**src/logic/fpc_cfg.svh**
```systemverilog
// fpc_cfg.svh - register offsets, field positions and reset values of the pin
// function block. assumes 32-bit classic wishbone, byte addresses, word aligned.
`ifndef FPC_CFG_SVH
`define FPC_CFG_SVH

// ==========================================================================
// register byte offsets
`define FPC_OFS_STATUS   8'h00
`define FPC_OFS_CONFIG   8'h04
`define FPC_OFS_TXDATA   8'h08
`define FPC_OFS_RXDATA   8'h0c
`define FPC_OFS_PINSTAT  8'h10

// ==========================================================================
// status register fields
`define FPC_ST_SWD       7
`define FPC_ST_QE        6
`define FPC_ST_BP_HI     5
`define FPC_ST_BP_LO     2
`define FPC_ST_RST       8'h00

// ==========================================================================
// config register fields
`define FPC_CF_PFS       0
`define FPC_CF_DRIVE     1
`define FPC_CF_RST       2'h0

// ==========================================================================
// pin status register fields
`define FPC_PS_SEL       0
`define FPC_PS_PAUSE     1
`define FPC_PS_HWRST     2
`define FPC_PS_REFUSED   3
`define FPC_PS_RXVALID   4
`define FPC_PS_ROLE_LO   5
`define FPC_PS_ROLE_HI   6

// ==========================================================================
// serial engine
`define FPC_BYTE_BITS    8
`define FPC_TX_RST       8'hff

`endif

```
**src/logic/fpc_pkg.sv**
```systemverilog
// fpc_pkg.sv - types of the pin function block.
// assumes fpc_cfg.svh supplies the numeric constants.
package fpc_pkg;

  // ==========================================================================
  // role of the shared pause / reset / data line 3 pin
  typedef enum logic [1:0] {
    FPC_ROLE_PAUSE,
    FPC_ROLE_RESET,
    FPC_ROLE_DATA3
  } fpc_role_type;

  // ==========================================================================
  // serial engine state
  typedef enum logic [1:0] {
    FPC_SER_IDLE,
    FPC_SER_SHIFT,
    FPC_SER_PAUSE
  } fpc_ser_type;

endpackage

```
**src/logic/fpc_sync.sv**
```systemverilog
// fpc_sync.sv - two flop synchroniser for a group of pin levels.
// assumes the inputs are asynchronous to clk_sys; only stage two is visible.
`timescale 1ns/1ps
module fpc_sync #(
  parameter int WIDTH = 1,
  parameter logic [WIDTH-1:0] INIT = '0
) (
  // clock and reset
  input  wire logic             clk_sys,
  input  wire logic             rst,
  // levels
  input  wire logic [WIDTH-1:0] async_in,
  output logic      [WIDTH-1:0] sync_out
);

  logic [WIDTH-1:0] meta_r;

  // ==========================================================================
  // two stages; the first is read by the second only
  always_ff @(posedge clk_sys) begin
    if (rst) begin
      meta_r   <= INIT;
      sync_out <= INIT;
    end else begin
      meta_r   <= async_in;
      sync_out <= meta_r;
    end
  end

endmodule // fpc_sync

```
**src/logic/fpc_pin_function.sv**
```systemverilog
// fpc_pin_function.sv - pin function control of a serial flash: write protect,
// quad data lines, pause and hardware reset on the shared pin, serial shifter.
// assumes sck is far slower than clk_sys (at least 4 clk_sys per sck phase).
//
// The Wishbone interface to the registers and the placing of the registers are this design's own decisions.
`timescale 1ns/1ps
`include "fpc_cfg.svh"
module fpc_pin_function #(
  parameter bit SEPARATE_RESET_PIN = 1'b0
) (
  // clock and reset
  input  wire logic               clk_sys,
  input  wire logic               rst,
  // wishbone slave
  input  wire logic               wb_cyc_i,
  input  wire logic               wb_stb_i,
  input  wire logic               wb_we_i,
  input  wire logic [7:0]         wb_adr_i,
  input  wire logic [3:0]         wb_sel_i,
  input  wire logic [31:0]        wb_dat_i,
  output logic      [31:0]        wb_dat_o,
  output logic                    wb_ack_o,
  // serial control pins
  input  wire logic               ce_n,
  input  wire logic               sck,
  input  wire logic               hw_reset_n,
  // data line 0 (serial in)
  input  wire logic               io0_i,
  output logic                    io0_o,
  output logic                    io0_oe,
  // data line 1 (serial out)
  input  wire logic               io1_i,
  output logic                    io1_o,
  output logic                    io1_oe,
  // write protect / data_line_2
  input  wire logic               io2_i,
  output logic                    io2_o,
  output logic                    io2_oe,
  // pause or reset / data_line_3
  input  wire logic               io3_i,
  output logic                    io3_o,
  output logic                    io3_oe,
  // observation
  output fpc_pkg::fpc_role_type   shared_role,
  output logic                    hw_reset_active
);
  import fpc_pkg::*;

  // ==========================================================================
  // pin synchronisers
  logic [6:0] pins_s;
  logic       ce_n_s;
  logic       sck_s;
  logic       rstpin_n_s;
  logic [3:0] io_s;
  logic       sck_d_r;

  fpc_sync #(
    .WIDTH (7),
    .INIT  (7'h7f)
  ) u_sync (
    .clk_sys  (clk_sys),
    .rst      (rst),
    .async_in ({io3_i, io2_i, io1_i, io0_i, hw_reset_n, sck, ce_n}),
    .sync_out (pins_s)
  );

  assign ce_n_s     = pins_s[0];
  assign sck_s      = pins_s[1];
  assign rstpin_n_s = pins_s[2];
  assign io_s       = pins_s[6:3];

  always_ff @(posedge clk_sys) begin
    if (rst) begin
      sck_d_r <= 1'b1; // same level as the synchroniser reset, so no false edge
    end else begin
      sck_d_r <= sck_s;
    end
  end

  // ==========================================================================
  // registers
  logic [7:0] status_r;
  logic [1:0] config_r;
  logic [7:0] tx_data_r;
  logic [7:0] rx_data_r;
  logic       refused_r;
  logic       rx_valid_r;

  logic       quad_enable;
  logic       status_write_disable;
  logic       pin_function_select;
  logic       write_protected;
  logic       wb_req;
  logic       wb_wr;
  logic       hit_status;
  logic       hit_pinstat;
  logic       hit_config;
  logic       hit_txdata;
  logic       refuse_evt;
  logic       rx_done;

  assign quad_enable          = status_r[`FPC_ST_QE];
  assign status_write_disable = status_r[`FPC_ST_SWD];
  assign pin_function_select  = config_r[`FPC_CF_PFS];

  // protect pin only counts while it is not a data line
  assign write_protected = status_write_disable & ~io_s[2] & ~quad_enable;

  assign wb_req      = wb_cyc_i & wb_stb_i & ~wb_ack_o;
  assign wb_wr       = wb_req & wb_we_i & wb_sel_i[0];
  assign hit_status  = wb_adr_i == `FPC_OFS_STATUS;
  assign hit_config  = wb_adr_i == `FPC_OFS_CONFIG;
  assign hit_txdata  = wb_adr_i == `FPC_OFS_TXDATA;
  assign hit_pinstat = wb_adr_i == `FPC_OFS_PINSTAT;
  assign refuse_evt  = wb_wr & hit_status & write_protected;

  // ==========================================================================
  // status register: only the protectable field is writable here
  always_ff @(posedge clk_sys) begin
    if (rst) begin
      status_r <= `FPC_ST_RST;
    end else if (wb_wr && hit_status && !write_protected) begin
      status_r[`FPC_ST_SWD:`FPC_ST_BP_LO] <= wb_dat_i[`FPC_ST_SWD:`FPC_ST_BP_LO];
    end
  end

  always_ff @(posedge clk_sys) begin
    if (rst) begin
      config_r <= `FPC_CF_RST;
    end else if (wb_wr && hit_config) begin
      config_r <= wb_dat_i[1:0];
    end
  end

  always_ff @(posedge clk_sys) begin
    if (rst) begin
      tx_data_r <= `FPC_TX_RST;
    end else if (wb_wr && hit_txdata) begin
      tx_data_r <= wb_dat_i[7:0];
    end
  end

  // sticky flags: write one clears, a new event in the same cycle wins
  always_ff @(posedge clk_sys) begin
    if (rst) begin
      refused_r  <= 1'b0;
      rx_valid_r <= 1'b0;
    end else begin
      refused_r  <= (refused_r & ~(wb_wr & hit_pinstat & wb_dat_i[`FPC_PS_REFUSED]))
                    | refuse_evt;
      rx_valid_r <= (rx_valid_r & ~(wb_wr & hit_pinstat & wb_dat_i[`FPC_PS_RXVALID]))
                    | rx_done;
    end
  end

  // ==========================================================================
  // shared pin role and pin functions
  fpc_role_type role_now;
  logic         pause_act;
  logic         selected;

  always_comb begin
    if (quad_enable) begin
      role_now = FPC_ROLE_DATA3;
    end else if (SEPARATE_RESET_PIN || !pin_function_select) begin
      role_now = FPC_ROLE_PAUSE;
    end else begin
      role_now = FPC_ROLE_RESET;
    end
  end

  assign shared_role     = role_now;
  assign selected        = ~ce_n_s;
  assign pause_act       = (role_now == FPC_ROLE_PAUSE) & ~io_s[3] & selected;
  // the separate pin resets regardless of quad enable and the select bit
  assign hw_reset_active = ((role_now == FPC_ROLE_RESET) & ~io_s[3])
                           | (SEPARATE_RESET_PIN & ~rstpin_n_s);

  // ==========================================================================
  // serial engine
  fpc_ser_type ser_r;
  logic [7:0]  rx_sh_r;
  logic [7:0]  tx_sh_r;
  logic [2:0]  bit_cnt_r;
  logic        launch_pend_r;
  logic        reload_pend_r;
  logic [3:0]  out_r;
  logic [3:0]  oe_r;
  logic        sck_rise;
  logic        sck_fall;
  logic        engine_run;
  logic [2:0]  step;
  logic [7:0]  rx_next;

  // pause masks the clock so a frozen transfer resumes on the same bit
  assign engine_run = selected & ~pause_act & ~hw_reset_active;
  assign sck_rise   = engine_run & sck_s & ~sck_d_r;
  assign sck_fall   = engine_run & ~sck_s & sck_d_r;
  assign step       = quad_enable ? 3'h4 : 3'h1;
  assign rx_next    = quad_enable ? {rx_sh_r[3:0], io_s} : {rx_sh_r[6:0], io_s[0]};
  assign rx_done    = sck_rise & (bit_cnt_r == 3'(`FPC_BYTE_BITS - step));

  always_ff @(posedge clk_sys) begin
    if (rst || hw_reset_active || !selected) begin
      ser_r <= FPC_SER_IDLE;
    end else begin
      case (ser_r)
        FPC_SER_IDLE:  ser_r <= pause_act ? FPC_SER_PAUSE : FPC_SER_SHIFT;
        FPC_SER_SHIFT: ser_r <= pause_act ? FPC_SER_PAUSE : FPC_SER_SHIFT;
        FPC_SER_PAUSE: ser_r <= pause_act ? FPC_SER_PAUSE : FPC_SER_SHIFT;
        default:       ser_r <= FPC_SER_IDLE;
      endcase
    end
  end

  // input side: bit count and receive shifter
  always_ff @(posedge clk_sys) begin
    if (rst || hw_reset_active || !selected) begin
      bit_cnt_r <= 3'h0;
      rx_sh_r   <= 8'h00;
    end else if (sck_rise) begin
      rx_sh_r   <= rx_next;
      bit_cnt_r <= bit_cnt_r + step;
    end
  end

  always_ff @(posedge clk_sys) begin
    if (rst) begin
      rx_data_r <= 8'h00;
    end else if (rx_done) begin
      rx_data_r <= rx_next;
    end
  end

  // output side: a falling edge only launches after a rising edge was seen,
  // so the idle-high clock of mode 3 does not skip the first bit
  always_ff @(posedge clk_sys) begin
    if (rst || hw_reset_active || !selected) begin
      tx_sh_r       <= tx_data_r;
      launch_pend_r <= 1'b0;
      reload_pend_r <= 1'b0;
    end else if (sck_rise) begin
      launch_pend_r <= 1'b1;
      reload_pend_r <= rx_done;
    end else if (sck_fall && launch_pend_r) begin
      launch_pend_r <= 1'b0;
      if (reload_pend_r) begin
        tx_sh_r <= tx_data_r;
      end else begin
        tx_sh_r <= quad_enable ? {tx_sh_r[3:0], 4'h0} : {tx_sh_r[6:0], 1'b0};
      end
    end
  end

  // pad drivers: enables drop during pause, reset and deselect
  always_ff @(posedge clk_sys) begin
    if (rst) begin
      out_r <= 4'h0;
      oe_r  <= 4'h0;
    end else begin
      out_r <= quad_enable ? tx_sh_r[7:4] : {2'b00, tx_sh_r[7], 1'b0};
      if (!engine_run || !config_r[`FPC_CF_DRIVE]) begin
        oe_r <= 4'h0;
      end else if (quad_enable) begin
        oe_r <= 4'hf;
      end else begin
        oe_r <= 4'h2;
      end
    end
  end

  assign io0_o  = out_r[0];
  assign io1_o  = out_r[1];
  assign io2_o  = out_r[2];
  assign io3_o  = out_r[3];
  assign io0_oe = oe_r[0];
  assign io1_oe = oe_r[1];
  assign io2_oe = oe_r[2];
  assign io3_oe = oe_r[3];

  // ==========================================================================
  // wishbone read and acknowledge: one wait state, unmapped reads zero
  logic [31:0] rd_mux;

  always_comb begin
    rd_mux = 32'h0000_0000;
    case (wb_adr_i)
      `FPC_OFS_STATUS:  rd_mux[7:0] = status_r;
      `FPC_OFS_CONFIG:  rd_mux[1:0] = config_r;
      `FPC_OFS_TXDATA:  rd_mux[7:0] = tx_data_r;
      `FPC_OFS_RXDATA:  rd_mux[7:0] = rx_data_r;
      `FPC_OFS_PINSTAT: begin
        rd_mux[`FPC_PS_SEL]     = selected;
        rd_mux[`FPC_PS_PAUSE]   = (ser_r == FPC_SER_PAUSE);
        rd_mux[`FPC_PS_HWRST]   = hw_reset_active;
        rd_mux[`FPC_PS_REFUSED] = refused_r;
        rd_mux[`FPC_PS_RXVALID] = rx_valid_r;
        rd_mux[`FPC_PS_ROLE_HI:`FPC_PS_ROLE_LO] = role_now;
      end
      default:          rd_mux = 32'h0000_0000;
    endcase
  end

  always_ff @(posedge clk_sys) begin
    if (rst) begin
      wb_ack_o <= 1'b0;
      wb_dat_o <= 32'h0000_0000;
    end else begin
      wb_ack_o <= wb_req;
      if (wb_req) begin
        wb_dat_o <= rd_mux;
      end
    end
  end

endmodule // fpc_pin_function

```
**config.mk**
```make
export PLATFORM = sky130hd
export DESIGN_NAME = fpc_pin_function
export DESIGN_NICKNAME = d
export VERILOG_FILES = /design/src/logic/fpc_pkg.sv /design/src/logic/fpc_sync.sv /design/src/logic/fpc_pin_function.sv
export VERILOG_INCLUDE_DIRS = /design/src /design/src/logic
export SDC_FILE = /design/constraint.sdc
export NUM_CORES = 1
export LEC_CHECK = 0
export BUFFER_PORTS_ARGS = -buffer_cell sky130_fd_sc_hd__buf_2
export CAP_MARGIN = 20
export CORE_UTILIZATION = 45
export CTS_CLUSTER_DIAMETER = 30
export DETAILED_ROUTE_END_ITERATION = 12
export PLACE_DENSITY_LB_ADDON = 0.15
export SYNTH_ARGS = -nofsm -noshare
export SYNTH_HDL_FRONTEND = slang
export SYNTH_HIERARCHICAL = 1
export SYNTH_SLANG_ARGS = --single-unit
export TNS_END_PERCENT = 30
```
**constraint.sdc**
```tcl
create_clock -name clk_sys -period 1.9 [get_ports clk_sys]
set_input_delay 0.285 -clock clk_sys [delete_from_list [all_inputs] [get_ports clk_sys]]
set_output_delay 0.285 -clock clk_sys [all_outputs]
set_load 0.05 [all_outputs]
```
==> impl_metrics.tcl <==
set metrics [dict create \
    min_period_over_period 0.9548 \
    wirelength_mm 7.122 \
    clk_pin_slew_worst_paths_ns 0.08 \
    tns_ns 0 \
    wl_per_cell_um 14.05 \
    path_max_fanout 5 \
    arrival_ns 1.53 \
    ios 100 \
    die_area_um2 7923 \
    worstPathRequired_ns 1.62 \
    initial_core_util 0.4672 \
    hold_viol 0 \
    grt_max_degree 27 \
    synth.avg_cell_area_um2 9.679 \
    rr_startpoint "status_r[6]" \
    drive_above_1_share 0.2230 \
    numCtsBuffers 9 \
    cts_resized 0 \
    dp_hpwl_mm 5.272 \
    io_buffers 47 \
    ir_worst_vdd_mv 0.5643 \
    cts_root_buf "clkbuf_8" \
    fmax_mhz 551.2 \
    crit_chain "buf_4 > nor3b_4 > buf_4 > buf_2" \
    post_cts_buffers 0 \
    place_ws_ns 0.1849 \
    fillCellCount 705 \
    ant_nets 0 \
    period_needed_ns 1.814 \
    grt_pass1_wl_mm 11.15 \
    crit_top_cell "buf_4" \
    drtPass1Iterations 4 \
    cts_tree "built" \
    drc_errors 0 \
    track_usage 0.1914 \
    crit_family "buffers and inverters" \
    power_density_nw_per_um2 830.7 \
    syn_inst 352 \
    fp-row-count 31 \
    hold_buffers 0 \
    coreArea_um2 7292 \
    min_from "io1_i" \
    skew_ns 0.01414 \
    hold_slack_ns 0.1088 \
    dpl_cell_area_um2 3684 \
    rsz0062_at_grt "no" \
    endpoint_kind "output port" \
    drt_iter0_markers 125 \
    die_width_um 89.01 \
    cts.sinks 76 \
    timing_max_transition_violations_final 0 \
    start_kind "flop" \
    design_area_um2 3897 \
    hp-class "input pin to flop" \
    maxCapViolations 0 \
    syn_area_um2 3407 \
    critPathMaxStageDelay_ns 0.35 \
    die_h_um 89.01 \
    htreeDepth 3 \
    power_w 0.003238 \
    via_count 2578 \
    clock_path_buffers 2 \
    nets 461 \
    crit_start "status_r[6]" \
    gr-total-overflow 0 \
    clk_latency_ns 0.35 \
    grt_pass1_vias 2248 \
    antenna_found_initial 0 \
    routabilityCongestion 0.8105 \
    slowest_stage "dfxtp_1" \
    setup_viol 0 \
    ys_warn_count 6 \
    antennaDiodeCount 0 \
    fin_ws_ns 0.08584 \
    timing.critical_path.buf_inv 3 \
    synthToLayoutAreaGrowth_pct 14.40 \
    via_per_inst 5.085 \
    worstSetupPathType "flop to output port" \
    p_leak_nw 1.558 \
    status "finished, final reports clean" \
]
==> worst paths after layout <==
kind | cells past startpoint | slack, ns | to
worst min register to register | 1 | 0.41 | u_sync/sync_out[0]
worst max register to register | 7 | 0.19 | rx_data_r[4]
worst max-delay path | 4 | 0.09 | hw_reset_active
worst min-delay path | 2 | 0.11 | u_sync/meta_r[4]
==> stage by stage <==
step	util	std cells
6_report	0.5345	507
3_5_place_dp	0.5051	491
2_1_floorplan	-	375
3_3_place_gp	0.5051	491
4_1_cts	0.5345	507
5_1_grt	0.5345	507
==> registers in the layout, indices dropped and copies added (netlist names) <==
signal	flops
status_r	6
rx_valid_r	1
bit_cnt_r	3
refused_r	1
reload_pend_r	1
wb_ack_o	1
oe_r	2
wb_dat_o	8
ser_r	2
u_sync/sync_out	6
sck_d_r	1
tx_data_r	8
config_r	2
out_r	4
tx_sh_r	8
rx_sh_r	7
u_sync/meta_r	6
rx_data_r	8
launch_pend_r	1
==> per-layer routing <==
layer  GRT usage  routed length, µm  share of wire  up-vias
met3     0.06002                327          0.046        9
met2      0.3028               3338           0.47       69
met1      0.2563               3394           0.48     1213
li1            -                  -              -     1287
met5           0                  0              0        -
met4     0.04618                 62         0.0087        0
==> layout make-up <==
cell class / count / area, µm² / share of cell area
sequential: 76 / 1602 / 0.4109
multi-input combinational: 243 / 1565 / 0.4016
tap: 99 / 123.9 / 0.03178
timing repair buffer: 63 / 355.3 / 0.09117
clock inverter: 6 / 86.33 / 0.02215
clock buffer: 10 / 127.6 / 0.03274
inverter: 10 / 37.54 / 0.009631
==> placed cells by master (no fill, tap or decap), drive strengths merged, types with 3 or more instances in the layout <==
| cell type | count |
|---|---|
| dfxtp | 68 |
| buf | 63 |
| nor2 | 37 |
| mux2i | 28 |
| conb | 24 |
| a21oi | 19 |
| or2 | 15 |
| a211oi | 13 |
| inv | 12 |
| o21ai | 11 |
| nor2b | 10 |
| nand2 | 10 |
| clkbuf | 10 |
| nand3 | 8 |
| a211o | 8 |
| edfxtp | 8 |
| nand2b | 5 |
| o22ai | 5 |
| a22o | 5 |
| nor4 | 5 |
| nor3 | 4 |
| and2 | 4 |
| xnor2 | 3 |
| nor3b | 3 |
==> power breakdown <==
part	switching, W	total, W	internal (W)	leakage [nW]
Combinational	0.000194	0.000255	0.0000612	0.831
Sequential	0.00000904	0.00164	0.00163	0.616
Clock	0.000597	0.00134	0.000742	0.111
Total	0.000800	0.00324	0.00244	1.56
(Power assumes the default switching activity.)
